===== src/pkg/md_map.svh =====
`ifndef MD_MAP_SVH
`define MD_MAP_SVH
// ****************************************
// Timing
// ****************************************
`define CLK_NS 100
`define MC_NS 950
`define MC_CLKS ((`MC_NS + `CLK_NS - 1) / `CLK_NS)
`define CYC_MD 10
`define CYC_MD_EXT 11
`define CYC_LDST 3
`define CYC_INR 4
`define CYC_ALU 3
// ****************************************
// Instruction decode
// ****************************************
`define OP_PROD 4'hE
`define OP_QUOT 4'hF
`define EXT_PFX 7'h06
`define MODE_REL_P 3'h4
`define MODE_IDX_X 3'h5
`define MODE_IDX_B 3'h6
`define MODE_IND 3'h7
`define FN_INR 3'h4
`define FN_OR 3'h1
`define FN_ADD 3'h2
`define FN_XOR 3'h3
`define FN_SUB 3'h4
`define FN_AND 3'h5
`define FN_PROD 3'h6
`define FN_QUOT 3'h7
`define SHIFT_CODE 4'hF
`define LAST_COUNT 4'hF
// ****************************************
// Register port
// ****************************************
`define REG_CTRL 2'h0
`define REG_STAT 2'h1
`define REG_EA 2'h2
`define REG_SHIFT 2'h3
`define CTRL_EN 0
`define ST_BUSY 0
`define ST_OVF 1
`define ST_NEG 2
`define ST_ADDOP 3
`define ST_ASIGN 4
`define ST_LAST 5
`define ST_DSC 6
`endif


===== src/pkg/md_pkg.sv =====
package md_pkg;

  typedef enum logic [3:0] {
    S_IDLE, S_ADDR, S_RD, S_RDW, S_SETUP, S_SHIFT, S_CORR, S_EXEC,
    S_WR, S_FIN, S_PAD
  } state_e;

  typedef enum logic [2:0] {
    K_NONE, K_MUL, K_DIV, K_LD, K_ST, K_INR, K_ALU
  } kind_e;

  typedef struct packed {
    logic [15:0] a;
    logic [15:0] b;
    logic [15:0] x;
    logic [15:0] p;
  } core_regs_s;

  typedef struct packed {
    logic [15:0] a;
    logic [15:0] b;
    logic [15:0] x;
    logic        ld_a;
    logic        ld_b;
    logic        ld_x;
  } result_s;

endpackage


===== src/design/md_step.sv =====
`timescale 1ns/10ps
`default_nettype none
module md_step
(
  input  wire logic [15:0] a,
  input  wire logic [15:0] r,
  input  wire logic        div_add,
  input  wire logic        qneg,
  input  wire logic        neg,
  output logic      [15:0] mul_a,
  output logic             mul_lo,
  output logic      [15:0] div_sum,
  output logic             applied,
  output logic             qbit,
  output logic             dsc
);
  logic [16:0] psum;
  logic        povf;

  always_comb
  begin
    psum = {a[15], a} + {r[15], r};
    povf = psum[16] ^ psum[15];
    // Overflowed sum keeps its true sign in the partial product
    mul_a = {(povf ? ~psum[15] : psum[15]), psum[15:1]};
    mul_lo = psum[0];
    div_sum = div_add ? a + r : a - r;
    applied = div_sum[15] == a[15];
    qbit = applied ^ qneg;
    dsc = div_sum[15] ^ neg;
  end
endmodule // md_step
`default_nettype wire


===== src/design/md_ext_unit.sv =====
// The register addresses and the plain strobed port are this design's own decisions.
`timescale 1ns/10ps
`default_nettype none
`include "md_map.svh"
module md_ext_unit
(
  input  wire logic               CLOCK,
  input  wire logic               RST_B,
  input  wire logic [1:0]         REG_ADDR,
  input  wire logic [15:0]        REG_WDATA,
  input  wire logic               REG_WR,
  input  wire logic               REG_RD,
  output logic      [15:0]        REG_RDATA,
  input  wire logic               START,
  input  wire logic [15:0]        INSTR,
  input  wire logic [15:0]        WORD2,
  input  wire md_pkg::core_regs_s CORE,
  input  wire logic               EXT_INHIBIT,
  output logic                    MEM_RD,
  output logic                    MEM_WR,
  output logic      [14:0]        MEM_ADDR,
  output logic      [15:0]        MEM_WDATA,
  input  wire logic [15:0]        MEM_RDATA,
  output md_pkg::result_s         RESULT,
  output logic                    DONE,
  output logic                    BUSY,
  output logic                    OVERFLOW
);
  // ****************************************
  // Sequencer state
  // ****************************************
  typedef struct packed {
    md_pkg::state_e  state;
    md_pkg::kind_e   kind;
    logic [2:0]      fn;
    logic [2:0]      mode;
    logic            ext;
    logic [15:0]     ir;
    logic [15:0]     w2;
    logic [15:0]     a;
    logic [15:0]     b;
    logic [15:0]     x;
    logic [15:0]     p;
    logic [15:0]     r;
    logic [15:0]     wd;
    logic [14:0]     maddr;
    logic            ind;
    logic [3:0]      sc;
    logic [7:0]      cnt;
    logic [7:0]      tgt;
    logic            neg;
    logic            addop;
    logic            asign;
    logic            adden;
    logic            lsc;
    logic            shc;
    logic            shf;
    logic            last;
    logic            bis;
    logic            dsc;
    logic            first;
    logic            spill;
    logic            ovf;
    logic            en;
    md_pkg::result_s res;
    logic            done;
    logic [15:0]     rdata;
  } ctx_s;

  ctx_s s;
  ctx_s n;

  logic          is_ext;
  md_pkg::kind_e dkind;
  logic [7:0]    dtgt;
  logic [15:0]   st_mul_a;
  logic          st_mul_lo;
  logic [15:0]   st_sum;
  logic          st_applied;
  logic          st_q;
  logic          st_dsc;
  logic          operand_select_in_division;
  logic [15:0]   ea_base;
  logic [15:0]   alu_sum;
  logic [15:0]   corr;

  assign is_ext = INSTR[15:9] == `EXT_PFX && INSTR[8:7] == 2'h0;
  // Divisor goes in as an addend only with all four terms present
  assign operand_select_in_division = s.kind == md_pkg::K_DIV && s.shf
                                      && s.addop && s.adden;

  // ****************************************
  // Decode
  // ****************************************
  always_comb
  begin
    dkind = md_pkg::K_NONE;
    dtgt = 8'(`CYC_MD * `MC_CLKS);
    if (INSTR[15:12] == `OP_PROD)
      dkind = md_pkg::K_MUL;
    else if (INSTR[15:12] == `OP_QUOT)
      dkind = md_pkg::K_DIV;
    else if (is_ext && !INSTR[6])
    begin
      unique case (INSTR[5:3])
        3'h0: dkind = md_pkg::K_NONE;
        3'h1, 3'h2, 3'h3: dkind = md_pkg::K_LD;
        `FN_INR: dkind = md_pkg::K_INR;
        default: dkind = md_pkg::K_ST;
      endcase
    end
    else if (is_ext)
    begin
      unique case (INSTR[5:3])
        3'h0: dkind = md_pkg::K_NONE;
        `FN_PROD: dkind = md_pkg::K_MUL;
        `FN_QUOT: dkind = md_pkg::K_DIV;
        default: dkind = md_pkg::K_ALU;
      endcase
    end
    if (is_ext)
    begin
      unique case (dkind)
        md_pkg::K_MUL, md_pkg::K_DIV: dtgt = 8'(`CYC_MD_EXT * `MC_CLKS);
        md_pkg::K_INR: dtgt = 8'(`CYC_INR * `MC_CLKS);
        md_pkg::K_ALU: dtgt = 8'(`CYC_ALU * `MC_CLKS);
        default: dtgt = 8'(`CYC_LDST * `MC_CLKS);
      endcase
    end
  end

  md_step u_step
  (
    .a       (s.a),
    .r       (s.r),
    .div_add (operand_select_in_division),
    .qneg    (s.addop),
    .neg     (s.neg),
    .mul_a   (st_mul_a),
    .mul_lo  (st_mul_lo),
    .div_sum (st_sum),
    .applied (st_applied),
    .qbit    (st_q),
    .dsc     (st_dsc)
  );

  // ****************************************
  // Next state
  // ****************************************
  always_comb
  begin
    n = s;
    n.done = 1'b0;
    n.cnt = s.cnt + 8'h01;
    unique case (s.mode)
      `MODE_REL_P: ea_base = s.w2 + s.p + 16'h0001;
      `MODE_IDX_X: ea_base = s.w2 + s.x;
      `MODE_IDX_B: ea_base = s.w2 + s.b;
      default: ea_base = s.w2;
    endcase
    alu_sum = (s.fn == `FN_SUB) ? s.a - s.r : s.a + s.r;
    corr = s.a - s.r;
    if (REG_WR && REG_ADDR == `REG_CTRL)
      n.en = REG_WDATA[`CTRL_EN];
    // Clear first so that a hardware set in this cycle wins
    if (REG_WR && REG_ADDR == `REG_STAT && REG_WDATA[`ST_OVF])
      n.ovf = 1'b0;
    n.rdata = 16'h0000;
    if (REG_RD)
    begin
      unique case (REG_ADDR)
        `REG_CTRL: n.rdata[`CTRL_EN] = s.en;
        `REG_STAT:
        begin
          n.rdata[`ST_BUSY] = s.state != md_pkg::S_IDLE;
          n.rdata[`ST_OVF] = s.ovf;
          n.rdata[`ST_NEG] = s.neg;
          n.rdata[`ST_ADDOP] = s.addop;
          n.rdata[`ST_ASIGN] = s.asign;
          n.rdata[`ST_LAST] = s.last;
          n.rdata[`ST_DSC] = s.dsc;
        end
        `REG_EA: n.rdata = {1'b0, s.maddr};
        `REG_SHIFT: n.rdata = {12'h000, s.sc};
      endcase
    end
    unique case (s.state)
      md_pkg::S_IDLE:
      begin
        n.cnt = 8'h00;
        // Extended forms are held off while traps or DMA own the bus
        if (START && s.en && dkind != md_pkg::K_NONE
            && !(is_ext && EXT_INHIBIT))
        begin
          n.kind = dkind;
          n.tgt = dtgt;
          n.ext = is_ext;
          n.fn = INSTR[5:3];
          n.mode = INSTR[2:0];
          n.ir = INSTR;
          n.w2 = WORD2;
          n.a = CORE.a;
          n.b = CORE.b;
          n.x = CORE.x;
          n.p = CORE.p;
          n.asign = CORE.a[15];
          n.res.ld_a = 1'b0;
          n.res.ld_b = 1'b0;
          n.res.ld_x = 1'b0;
          n.sc = 4'h0;
          n.last = 1'b0;
          n.first = 1'b1;
          n.ind = 1'b0;
          if (!is_ext)
          begin
            // One-word form: low field is the operand address
            n.maddr = {3'h0, INSTR[11:0]};
            n.state = md_pkg::S_RD;
          end
          else if (INSTR[2] == 1'b0 && dkind != md_pkg::K_ST)
          begin
            n.r = WORD2;
            n.state = (dkind == md_pkg::K_MUL || dkind == md_pkg::K_DIV)
                      ? md_pkg::S_SETUP : md_pkg::S_EXEC;
          end
          else
            n.state = md_pkg::S_ADDR;
        end
      end
      md_pkg::S_ADDR:
      begin
        n.maddr = ea_base[14:0];
        n.ind = s.mode == `MODE_IND && s.w2[15];
        n.state = (s.kind == md_pkg::K_ST && !n.ind) ? md_pkg::S_WR
                  : md_pkg::S_RD;
        unique case (s.fn[1:0])
          2'h1: n.wd = s.a;
          2'h2: n.wd = s.b;
          default: n.wd = s.x;
        endcase
      end
      md_pkg::S_RD: n.state = md_pkg::S_RDW;
      md_pkg::S_RDW:
      begin
        if (s.ind)
        begin
          // Each indirect level costs one more machine cycle
          n.maddr = MEM_RDATA[14:0];
          n.ind = MEM_RDATA[15];
          n.tgt = s.tgt + 8'(`MC_CLKS);
          n.state = (s.kind == md_pkg::K_ST && !MEM_RDATA[15])
                    ? md_pkg::S_WR : md_pkg::S_RD;
        end
        else
        begin
          n.r = MEM_RDATA;
          n.state = (s.kind == md_pkg::K_MUL || s.kind == md_pkg::K_DIV)
                    ? md_pkg::S_SETUP : md_pkg::S_EXEC;
        end
      end
      md_pkg::S_SETUP:
      begin
        n.ir[8:5] = `SHIFT_CODE;
        n.shc = 1'b1;
        n.shf = 1'b1;
        n.lsc = 1'b1;
        n.state = md_pkg::S_SHIFT;
        if (s.kind == md_pkg::K_MUL)
        begin
          n.neg = s.b[15];
          n.b[15] = 1'b0;
          n.adden = s.b[0];
        end
        else
        begin
          n.neg = s.asign;
          n.addop = s.asign ^ s.r[15];
          n.adden = 1'b1;
          n.spill = 1'b0;
          if (s.r == 16'h0000)
          begin
            n.b = {~s.a[15], ~s.a[14:0]};
            n.a = {s.asign, s.b[14:0]};
            n.ovf = 1'b1;
            n.state = md_pkg::S_FIN;
          end
        end
      end
      md_pkg::S_SHIFT:
      begin
        if (s.kind == md_pkg::K_MUL && s.lsc)
        begin
          n.a = s.adden ? st_mul_a : {s.a[15], s.a[15:1]};
          n.bis = s.adden ? st_mul_lo : s.a[0];
          n.lsc = 1'b0;
        end
        else if (s.kind == md_pkg::K_MUL)
        begin
          n.b = {1'b0, s.bis, s.b[14:1]};
          n.adden = s.b[1];
          n.sc = s.sc + 4'h1;
          n.lsc = 1'b1;
          if (s.sc == `LAST_COUNT - 4'h1)
          begin
            n.last = 1'b1;
            n.state = md_pkg::S_CORR;
          end
        end
        else if (s.lsc)
        begin
          n.first = 1'b0;
          if (s.first)
            n.dsc = st_dsc;
          // Divisor fits into the unshifted high part: quotient too big
          if (s.first && st_applied)
            n.ovf = 1'b1;
          // A bit spilled past the sign means the divisor surely fits
          n.a = (st_applied || s.spill) ? {s.asign, st_sum[14:0]}
                : s.a;
          n.bis = st_q ^ s.spill;
          n.adden = st_applied || s.spill;
          n.lsc = 1'b0;
        end
        else
        begin
          // Last pass moves the final difference without a shift
          if (!s.last)
            n.a = {s.asign, s.a[13:0], s.b[14]};
          // Remainders above half the range lose bit 14 in the shift
          n.spill = !s.last && s.a[14] != s.asign;
          n.b = {1'b0, s.b[13:0], s.bis};
          n.sc = s.sc + 4'h1;
          n.lsc = 1'b1;
          n.adden = 1'b1;
          if (s.last)
            n.state = md_pkg::S_CORR;
          else if (s.sc == `LAST_COUNT - 4'h1)
            n.last = 1'b1;
        end
      end
      md_pkg::S_CORR:
      begin
        n.shc = 1'b0;
        n.shf = 1'b0;
        n.lsc = 1'b0;
        n.state = md_pkg::S_FIN;
        if (s.kind == md_pkg::K_MUL && s.neg)
        begin
          n.a = corr;
          if (s.a[15] != s.r[15] && corr[15] != s.a[15])
            n.ovf = 1'b1;
        end
        else if (s.kind == md_pkg::K_DIV)
        begin
          n.b = {s.addop, s.b[14:0]} + {15'h0000, s.addop};
          n.a[15] = s.asign;
        end
      end
      md_pkg::S_FIN:
      begin
        n.res.a = s.a;
        n.res.b = s.b;
        n.res.ld_a = 1'b1;
        n.res.ld_b = 1'b1;
        n.state = md_pkg::S_PAD;
      end
      md_pkg::S_EXEC:
      begin
        n.state = md_pkg::S_PAD;
        unique case (s.kind)
          md_pkg::K_LD:
          begin
            n.res.a = s.r;
            n.res.b = s.r;
            n.res.x = s.r;
            n.res.ld_a = s.fn[1:0] == 2'h1;
            n.res.ld_b = s.fn[1:0] == 2'h2;
            n.res.ld_x = s.fn[1:0] == 2'h3;
          end
          md_pkg::K_INR:
          begin
            n.wd = s.r + 16'h0001;
            n.state = md_pkg::S_WR;
          end
          default:
          begin
            n.res.ld_a = 1'b1;
            unique case (s.fn)
              `FN_OR: n.res.a = s.a | s.r;
              `FN_XOR: n.res.a = s.a ^ s.r;
              `FN_AND: n.res.a = s.a & s.r;
              default:
              begin
                n.res.a = alu_sum;
                if ((s.fn == `FN_SUB ? s.a[15] != s.r[15]
                     : s.a[15] == s.r[15]) && alu_sum[15] != s.a[15])
                  n.ovf = 1'b1;
              end
            endcase
          end
        endcase
      end
      md_pkg::S_WR: n.state = md_pkg::S_PAD;
      md_pkg::S_PAD:
      begin
        // Completion is paced to the documented machine-cycle count
        if (s.cnt >= s.tgt - 8'h02)
        begin
          n.done = 1'b1;
          n.state = md_pkg::S_IDLE;
        end
      end
      default: n.state = md_pkg::S_IDLE;
    endcase
  end

  // ****************************************
  // Registers
  // ****************************************
  always_ff @(posedge CLOCK)
  begin
    if (!RST_B)
    begin
      s <= '0;
      s.en <= 1'b1;
    end
    else
      s <= n;
  end

  assign REG_RDATA = s.rdata;
  assign MEM_RD = s.state == md_pkg::S_RD;
  assign MEM_WR = s.state == md_pkg::S_WR;
  assign MEM_ADDR = s.maddr;
  assign MEM_WDATA = s.wd;
  assign RESULT = s.res;
  assign DONE = s.done;
  assign BUSY = s.state != md_pkg::S_IDLE;
  assign OVERFLOW = s.ovf;
endmodule // md_ext_unit
`default_nettype wire


===== config.mk =====
export PLATFORM = sky130hd
export DESIGN_NAME = md_ext_unit
export DESIGN_NICKNAME = d
export VERILOG_FILES = /design/src/pkg/md_pkg.sv /design/src/design/md_step.sv /design/src/design/md_ext_unit.sv
export VERILOG_INCLUDE_DIRS = /design/src /design/src/pkg
export SDC_FILE = /design/constraint.sdc
export NUM_CORES = 1
export LEC_CHECK = 0
export BUFFER_PORTS_ARGS = -buffer_cell sky130_fd_sc_hd__clkbuf_2
export CORE_MARGIN = 2
export CORE_UTILIZATION = 48
export CTS_BUF_LIST = sky130_fd_sc_hd__clkbuf_2 sky130_fd_sc_hd__clkbuf_4 sky130_fd_sc_hd__clkbuf_8
export CTS_CLUSTER_DIAMETER = 100
export DETAILED_ROUTE_END_ITERATION = 8
export PLACE_DENSITY_LB_ADDON = 0.25
export SLEW_MARGIN = 20
export SYNTH_ARGS = -nofsm -noshare
export SYNTH_HDL_FRONTEND = slang
export SYNTH_SLANG_ARGS = --single-unit

===== constraint.sdc =====
create_clock -name CLOCK -period 5.85 [get_ports CLOCK]
set_input_delay 0.8775 -clock CLOCK [delete_from_list [all_inputs] [get_ports CLOCK]]
set_output_delay 0.8775 -clock CLOCK [all_outputs]
set_load 0.005 [all_outputs]

Word level (Yosys, flattened, before mapping):

Index checks and enable logic that the tools add are counted.

* word-level logic and storage cells: 350
* bits of input ports: 136
* register bits after elaboration: 255
* output and inout port bits: 103

* add/subtract/negate cells: 13
* reductions and logical operators: 83
* equal/unequal tests: 78
* order comparisons: 1
* multiplexer cells: 118
* bitwise gates (word level): 15

Operator list (number)
* two-way mux 16 bit: 19
* one-hot mux 16 bit (2 select lines): 4
* one-hot mux 32 bit (4 select lines): 1
* two-way mux 126 bit: 1
* one-hot mux 16 bit (3 select lines): 2
* two-way mux 32 bit: 2
* one-hot mux 32 bit (2 select lines): 1
* two-way mux 4 bit: 15
* adder 15 bit: 3
* two-way mux 15 bit: 3
* one-hot mux 15 bit (3 select lines): 1
* one-hot mux 4 bit (10 select lines): 1
* equality test 3 bit (second input constant): 12
* != test 2 bit (second input constant): 17
* two-way mux 1 bit: 31
* AND reduction 5 bit: 5
* equality test 4 bit (second input constant): 6
* two-way mux 3 bit: 8
* != test 3 bit (second input constant): 8
* logical AND 1 bit: 22
* two-way mux 20 bit: 1
* AND reduction 2 bit: 10
* equality test 3 x 2 -> 1 bit (second input constant): 6
* one-hot mux 3 bit (3 select lines): 2
* 57 further kinds: 127

Logic depth before layout (Yosys ltp):

Gate-level depths: netlist of the first run.

* depth in word-level cells: 13
* gate-level depth with buffers: 16
* gate-level depth less buffers: 15

Hierarchy:

From an unflattened synthesis of the first run, not the netlist that was laid out.

* cells, all modules: 2563
* area total of the unflattened synthesis: 18935.7 µm²

Modules (own cells, without submodules)
* md_ext_unit: cells an instance 2311, instances 1, sequential area each 4784.6 µm², area an instance 17110.2 µm²
* md_step: cells an instance 252, instances 1, sequential area each 0.0 µm², area an instance 1825.5 µm²

Least setup slack after synthesis of the first run:

OpenSTA, ideal clock, no wires.

* path kind: reg2reg
* start: register s[232] (netlist name)
* end: register s (netlist bit MEM_ADDR[14])
* arrival time: 3467 ps
* cell stages (with the launch flop): 17
* buffers on the path: 1
* slack: 2296 ps
* setup time: 87 ps
* required time: 5763 ps
* clock period less this slack: 3554 ps
* path through: dfxtp_1 nor2b_1 nand2_1 clkbuf_1 mux2_2 ha_1 inv_1 fa_1 nor2b_1 o31a_1 o211a_1 o31a_1 o41ai_1 o21ai_0 xnor2_1 nor2_1 o31ai_1

RTL lines
* end signal: assignment: line md_ext_unit.sv:428 `s <= n;`
* end: declaration: line md_ext_unit.sv:70 `ctx_s s;`

Worst setup path in the final report of the first run:

* start: register s[247] in the netlist's numbering
* end: register s (netlist bit MEM_ADDR[14])

* cells in the longest elaborated chain, start to end: 3
* elaborated cells on any way between the ends: 5
* those cells by class: 3 x eq/ne; 2 x mux

RTL lines
* equality test 3 bit: line md_ext_unit.sv:155 `unique case (s.mode)`
* one-hot mux 15 bit (3 select lines) (*): line md_ext_unit.sv:155
* one-hot mux 16 bit (3 select lines) (*): line md_ext_unit.sv:187 `unique case (s.state)`

Mark *: on every way between the ends. The rest lies on a longest branch, timed or not.
A chain may end at the register's enable or synchronous reset.

==> results of run 1 <==
-- cells in the mapped netlist (32+ instances only) --
| master | n |
|---|---|
| nand2_1 | 382 |
| dfxtp_1 | 239 |
| nor2_1 | 229 |
| a21oi_1 | 225 |
| clkbuf_1 | 158 |
| o21ai_0 | 114 |
| buf_4 | 99 |
| ha_1 | 95 |
| inv_1 | 83 |
| xnor2_1 | 79 |
| a22oi_1 | 62 |
| nand3_1 | 62 |
| a211oi_1 | 58 |
| o211ai_1 | 49 |
| a31oi_1 | 37 |
| nor3_1 | 32 |
-- how the worst max path moves through the flow --
stage / start / endpoint / slack (ps)
CTS: s[247]$_SDFFE_PN0P_ / MEM_ADDR[14]$_SDFFE_PN0P_ / 1540
detailed placement: s[247]$_SDFFE_PN0P_ / MEM_ADDR[14]$_SDFFE_PN0P_ / 1610
global route: s[247]$_SDFFE_PN0P_ / MEM_ADDR[14]$_SDFFE_PN0P_ / 1140
floorplan: s[232]$_SDFFE_PN0P_ / MEM_ADDR[14]$_SDFFE_PN0P_ / 2300
global placement: s[247]$_SDFFE_PN0P_ / MEM_ADDR[14]$_SDFFE_PN0P_ / 1720
finish: s[247]$_SDFFE_PN0P_ / MEM_ADDR[14]$_SDFFE_PN0P_ / 1440
-- final cells by class --
class	count	area, sq um	area share [%]
clock buffers	69	874.6	4.562
inverters	84	320.3	1.671
repair buffers	265	1434	7.479
well taps	468	585.6	3.054
flip-flops and latches	239	4785	24.96
multi-input cells	1817	11140	58.12
clock inverters	6	30.03	0.1566
-- cell families (layout without fill, tap and decap cells) --
| family | Yosys count | in the layout | share of synthesized area, % |
|---|---|---|---|
| AND/OR/NAND/NOR | 850 | 850 | 21.25 |
| AO/OA/AOI/OAI | 731 | 731 | 27.40 |
| buffers and inverters | 357 | 424 | 9.769 |
| flip-flops | 239 | 239 | 27.17 |
| XOR/XNOR | 103 | 103 | 5.123 |
| adder cells (fa/ha/maj) | 99 | 99 | 7.204 |
| multiplexers | 33 | 33 | 2.067 |
| other | 1 | 1 | 0.02129 |
-- through the flow --
step	total power [mW]	worst slack (ps)	hold slack, ps	cells
after floorplan	1.974	2296	413.2	2413
after global placement	2.150	1719	427.4	2873
after detailed placement	2.153	1609	441.3	2873
after CTS	3.838	1540	449.6	2948
after global routing	3.951	1141	470.8	2948
final	3.835	1437	445.6	2948
-- metal layers --
| metal | GRT usage [%] | vias to the layer above |
|---|---|---|
| met5 | 0 | - |
| met4 | 19.96 | 0 |
| met3 | 6.321 | 238 |
| met2 | 57.47 | 1116 |
| met1 | 48.61 | 8896 |
| li1 | - | 8582 |
-- layout by cell type, fill, tap and decap left out, types with 19 or more instances in the layout --
cell type | Yosys | routed
nand2_1 | 382 | 382
dfxtp_1 | 239 | 239
nor2_1 | 229 | 225
a21oi_1 | 225 | 224
clkbuf_2 | 0 | 222
o21ai_0 | 114 | 113
ha_1 | 95 | 95
inv_1 | 83 | 82
xnor2_1 | 79 | 79
nand3_1 | 62 | 62
a22oi_1 | 62 | 62
a211oi_1 | 58 | 58
clkbuf_8 | 0 | 57
o211ai_1 | 49 | 49
buf_4 | 99 | 43
a31oi_1 | 37 | 37
nor3_1 | 32 | 31
xor2_1 | 24 | 24
nor2b_1 | 22 | 22
nand2b_1 | 21 | 21
and3_1 | 19 | 19
-- critical path: cells and delay by family (launching register included) --
family                     cells  cell delay, ps
muxes                          1             420
buffers and inverters          1              70
AOI/OAI and AO/OA              6            1690
DFF                            1             650
adders and majority gates      2             370
and+or+nand+nor                4             890
xor gates and xnor gates       1             200
-- flip-flops by register name, summed over array words and instances (netlist names) --
signal	flops
REG_RDATA	15
MEM_WDATA	16
DONE	1
s	140
MEM_ADDR	15
OVERFLOW	1
RESULT	51
-- power by group --
group | leakage, nW | switching, mW | internal, mW
logic | 4.90 | 0.293 | 0.158
registers | 1.93 | 0.0356 | 1.65
clock network | 0.488 | 0.758 | 0.942
total | 7.32 | 1.09 | 2.75
==> out/results.md, run 1 <==
| Result | Value |
| --- | --- |
| Min-delay src | s[90]$_SDFF_PP0_ |
| Height of the die | 195.5 um |
| Library cells used by synthesis | 79 |
| Effective utilization at floorplan | 48.45% |
| Syn Area/Cell | 7.298 sq um |
| Top routing layer used | met4 |
| Final instance area | 19,170 sq um |
| Power per standard cell area | 200.0 nW/um^2 |
| RSZ-0062 raised after global routing | false |
| Transition at the pin with the smallest max-transition slack | 1086 ps |
| Via count | 18.83k |
| Wire length reported by the detailed router | 72.63 mm |
| Syn-to-layout area delta | 8.860% |
| Startpoint of the most critical register-to-register path | s[247]$_SDFFE_PN0P_ |
| Critical setup path kind | reg2reg |
| Number of buffers inserted by hold repair at cts | 0 |
| Hold Violations, Final | 0 |
| Setup Skew | 66.72 ps |
| Antenna violations before repair | 0 |
| Number of gates resized after CTS | 0 |
| Terminus of the critical flop-to-flop path | MEM_ADDR[14]$_SDFFE_PN0P_ |
| Leakage power figure | 7.321 nW |
| Die X-Extent | 195.5 um |
| Met3 Routed Length | 7.171 mm |
| Final estimated routing congestion in global placement | 0.9873 |
| Setup Buffers After CTS | 0 |
| Ratio of cells with drive above 1 in the final layout | 15.81% |
| Fmax | 226.6 MHz |
| Via/cell ratio | 6.388 |
| Pins Over Slew Limit | 0 |
| Area of the core | 36,350 sq um |
| Fill cells | 3,617 |
| Number of nets in the synthesized netlist | 2,648 |
| HPWL after detailed placement | 52.77 mm |
| Largest net degree at the start of global routing | 109 |
| Die Footprint | 38,240 sq um |
| Predominant post-synthesis flop cell | dfxtp_1 |
| Sum of negative setup slack | 0 ps |
| Crit path time final | 4413 ps |
| Peak ir drop on the vdd network | 179.5 uV |
| Synth Instances | 2,413 |
| TritonCTS buffer count | 44 |
| Number of remaining DRC errors | 0 |
| Number of DRC violations after detailed-routing iteration 0 | 2,372 |
| Setup violations, final | 0 |
| Max_cap viols | 0 |
| Number of flops mapped to enable cells by yosys | 0 |
| Fraction of synthesis flops using an asynchronous set or reset pin | 0% |
| Vias in the first global route | 17.29k |
| Kind of launch point of the worst setup path | register |
| Slowest Stage Delay on Critical Path | 650 ps |
| Number of register bits inferred by synthesis | 239 |
| Core Rows | 70 |
| Worst-path maximum fanout | 19 |
| Clock net sink count | 239 |
| Top cell type by total area after synthesis | dfxtp_1 |
| Clock tree root buffer cell | clkbuf_8 |
| Fin nets | 2,686 |
| Clock input transition at the sequential cells of the worst setup and hold paths | 70 ps |
| Outcome | complete, no violations |
| Remaining global-route overflow | 0 |
| Synth top area cells | dfxtp_1 27%, nand2_1 8.1%, ha_1 6.7% |
| Arr. time, crit path | 4930 ps |
| Cell count of the worst reg-to-reg path | 15 |
| Total of buffers placed on input and output ports | 222 |
| Yosys warning count | 0 |
| Finished Core Util | 52.74% |
| Latest clock arrival within the worst-skew pair | 640 ps |
| Slowest CP cell | dfxtp_1 |
| Clock tree from TritonCTS | done |
| First-pass GRT wire length | 107.1 mm |
| Worst hold endpoint | s[90]$_SDFF_PP0_ |
| Endpoint class of the critical path | register |
| Number of nets with antenna violations after detailed routing | 0 |
| Area of the mapped netlist | 17,610 sq um |
| Number of buffers on the longest clock path | 3 |
| Pre-Repair DR Iteration Count | 6 |
| Fraction of the cycle the final worst path needs | 75.43% |
| Register area share after synthesis | 27.17% |
| Path category of the worst min-delay check | reg2reg |
| Critical path data required time | 6370 ps |
| Ports placed on the boundary | 239 |
| GR Util All Layers | 36.86% |
| DR WL/cell | 24.64 um |
| FF-to-FF setup slack | 1440 ps |
| Worst max-slew margin expressed relative to the limit | 27.48% |
| Cells traversed along the worst timing path | nor2b_1, nand2_1, mux2_2, ha_1, inv_1, fa_1, nor2b_1, o31a_1, o211a_1, o31a_1, o41ai_1, o21ai_0, xnor2_1, nor2_1, o31ai_1 |
| H-tree depth | 2 |
| Wire length on met1 | 29.11 mm |
| Met2 Routed Length | 31.95 mm |
| Fraction of post-synthesis cell area in the top cell type by area | 27.17% |
| Placed standard-cell area | 18,270 sq um |
| Inserted Diodes | 0 |
| Instance count along the most critical hold path | 1 |
No activity file was read; power rests on OpenSTA's default activity.
==> run 2, diff against run 1 <==
Settings changed: ABC_AREA set to 1.
Clock period 5.85 ns to 3.6 ns, I/O delays scaled along.
==> run 2 against run 1 <==
  * Die area grew 2.8%
  * Utilization increased by 2.2 points
  * Largest power group unchanged
  * Global-route usage rose by 3.6 points
==> out/results.md, run 2 <==
| Result | Value | vs previous |
| --- | --- | --- |
| Area of the core | 37,400 sq um | +2.9% |
| Area of the mapped netlist | 18,120 sq um | +2.9% |
| Outcome | complete, no violations |  |
| Endpoint class of the critical path | register |  |
| Pins Over Slew Limit | 0 | unchanged |
| Antenna violations before repair | 2 | +2 |
| Max reg flops | 140 | unchanged |
| Pre-Repair DR Iteration Count | 8 | +2 |
| Number of flops mapped to enable cells by yosys | 0 | unchanged |
| Top cell type by total area after synthesis | dfxtp_1 |  |
| Worst max-slew margin expressed relative to the limit | 40.57% | +13 points |
| Clock net sink count | 239 | unchanged |
| Total of buffers placed on input and output ports | 222 | unchanged |
| Critical setup path kind | reg2reg |  |
| Hold Violations, Final | 0 | unchanged |
| Number of buffers inserted by hold repair at cts | 0 | unchanged |
| H-tree depth | 2 | unchanged |
| Ratio of cells with drive above 1 in the final layout | 14.75% | -1.1 points |
| Setup Skew | 48.08 ps | -18.64 ps |
| Path category of the worst min-delay check | in2reg |  |
| Register area share after synthesis | 26.41% | -0.76 points |
| Latest clock arrival within the worst-skew pair | 640 ps | about the same |
| Largest net degree at the start of global routing | 92 | -16% |
| Commonest cells after routing, fill and taps aside | 569 x nand2_1, 325 x inv_1, 302 x a21oi_1 |  |
| Via/cell ratio | 5.889 | -7.8% |
| Arr. time, crit path | 3860 ps | -1070 ps |
| Effective utilization at floorplan | 48.44% | about the same |
| Register with the highest flop count | s |  |
| Fin nets | 3,279 | +22% |
| Die Footprint | 39,310 sq um | +2.8% |
| Setup violations, final | 0 | unchanged |
| Fraction of the cycle the final worst path needs | 92.70% | +17 points |
| Transition at the pin with the smallest max-transition slack | 891.4 ps | -194.9 ps |
| Via count | 21.13k | +12% |
| GR Util All Layers | 40.46% | +3.6 points |
| Number of DRC violations after detailed-routing iteration 0 | 2,179 | -8.1% |
| Sum of negative setup slack | 0 ps | unchanged |
| Top post-synthesis cells by count | 569 x nand2_1, 325 x inv_1, 302 x a21oi_1, 300 x o21ai_0, 275 x nor2_1 |  |
| Predominant post-synthesis flop cell | dfxtp_1 |  |
| Clock tree root buffer cell | clkbuf_8 |  |
| Yosys warning count | 0 | unchanged |
| Height of the die | 198.3 um | +1.4% |
| First-pass GRT wire length | 119.1 mm | +11% |
| Fraction of post-synthesis cell area in the top cell type by area | 26.41% | -0.76 points |
| Syn-to-layout area delta | 13.52% |  |
| TritonCTS buffer count | 44 | unchanged |
| Syn Area/Cell | 6.293 sq um | -14% |
| Power per standard cell area | 331.4 nW/um^2 | +66% |
| Fill cells | 3,874 | +7.1% |
| Library cell with the highest instance count after synthesis | nand2_1 |  |
| Crit path time final | 3337 ps | -1075 ps |
| Worst-path maximum fanout | 29 | +10 |
| Fmax | 299.6 MHz | +32% |
| Ports placed on the boundary | 239 | unchanged |
| Number of register bits inferred by synthesis | 239 | unchanged |
| RSZ-0062 raised after global routing | false |  |
| Peak ir drop on the vdd network | 296.5 uV | +65% |
| Wire length reported by the detailed router | 80.32 mm | +11% |
| Kind of launch point of the worst setup path | register |  |
| Die X-Extent | 198.3 um | +1.4% |
| Core Rows | 71 | +1.4% |
| Synth Instances | 2,879 | +19% |
| Most common cell after layout, fill and taps aside | nand2_1 |  |
| Power consumption | 6.817 mW | +78% |
| Critical path data required time | 4120 ps | -2250 ps |
| Number of nets with antenna violations after detailed routing | 0 | unchanged |
| Max_cap viols | 0 | unchanged |
| Number of buffers on the longest clock path | 3 | unchanged |
| Vias in the first global route | 19.98k | +16% |
| Final estimated routing congestion in global placement | 1.069 | +8.3% |
| Number of nets in the synthesized netlist | 3,114 | +18% |
| DR WL/cell | 22.38 um | -9.2% |
| Clock tree from TritonCTS | done |  |
| Fraction of synthesis flops using an asynchronous set or reset pin | 0% | unchanged |
| Leakage power figure | 9.265 nW | +27% |
| HPWL after detailed placement | 63.38 mm | +20% |
| Library cells used by synthesis | 55 | -30% |
| Clock input transition at the sequential cells of the worst setup and hold paths | 60 ps | about the same |
| Remaining global-route overflow | 0 | unchanged |
| Number of remaining DRC errors | 0 | unchanged |
| Synth top area cells | dfxtp_1 26%, nand2_1 12%, a21oi_1 8.3% |  |
run 2: changes by cell type after synthesis, moves of 59 or more:
cell      before  now
clkbuf_1     158   99
o21ai_0      114  300
nand3_1       62  224
a21oi_1      225  302
a22oi_1       62    2
nand2_1      382  569
inv_1         83  325
xnor2_1       79    7
run 2: cell type report:
type	count	area, sq um	area share, %
Clock inverter	13	200.2	0.9734
Inverter	337	1265	6.151
Clock buffer	66	814.5	3.961
Tap cell	511	639.4	3.109
Antenna cell	1	2.502	0.01217
Multi-Input combinational cell	2074	10780	52.39
Sequential cell	239	4785	23.26
Timing Repair Buffer	348	2085	10.14
run 2: power breakdown:
part	internal, mW	total, mW	switching (mW)	leakage (nW)
sequential	2.70	2.75	0.0580	1.93
combinational	0.335	0.989	0.654	6.80
clock	1.81	3.07	1.26	0.535
run 2: cell families (layout without fill, tap and decap cells):
kind of cell,Yosys count,after routing,share of synthesized area [%]
flip-flops,239,239,26.41
adder cells (fa/ha/maj),99,99,7.003
XOR/XNOR,27,27,1.305
buffers and inverters,566,764,14.14
AO/OA/AOI/OAI,777,777,23.68
AND/OR/NAND/NOR,1170,1170,27.45
other,1,2,0.02070
run 2: final timing paths:
path	start	endpoint	slack (ps)	cells after the start
hold / removal	CORE[5]	s[155]$_SDFFE_PN0P_	120	3
setup / recovery	s[136]$_SDFFE_PN0P_	s[203]$_SDFFE_PN0P_	260	18
hold reg to reg	MEM_ADDR[10]$_SDFFE_PN0P_	REG_RDATA[10]$_SDFF_PN0_	450	2
setup reg to reg	s[136]$_SDFFE_PN0P_	s[203]$_SDFFE_PN0P_	260	18
run 2: stage by stage:
step                      setup WS (ps)  hold WS [ps]  cell area, sq um  util, %  std cells
after global placement            457.4         428.9             19550    52.26       3509
after global routing              69.60         154.4             20560    54.98       3588
after floorplan                   869.0         417.5             18120        -       2879
after detailed placement          353.6         437.5             19550    52.26       3509
final                             262.7         120.6             20570    54.99       3589
after CTS                         264.1         112.4             20560    54.98       3588
run 2: critical path, cell delays in order, from the launching register on:
cell     delay (ps)
dfxtp_1         430
inv_1           150
ha_2            450
inv_1            80
a21oi_1         150
nand2_1         190
nand2_1         130
nand2_1          80
nand2_1         280
nand2_1         150
nand2_1         110
nand3_1         110
nand3_1         120
nand2_1         100
nand3_2         100
nand3_2          90
buf_12          180
nor3_1          220
nor2_1           70
run 2: per-layer routing:
metal  GRT usage [%]  vias up  share of wire [%]
met5               0        -             0.0087
met4           30.27        2                8.4
met1           49.12     9750                 39
met3           7.699      291                9.0
met2           63.63     1180                 44
li1                -     9911                  -
run 2: timing repair:
action | in CTS | in global routing
resized for setup | 0 | 2
setup buffers | 0 | 0
setup endpoints to repair | 0 | 4
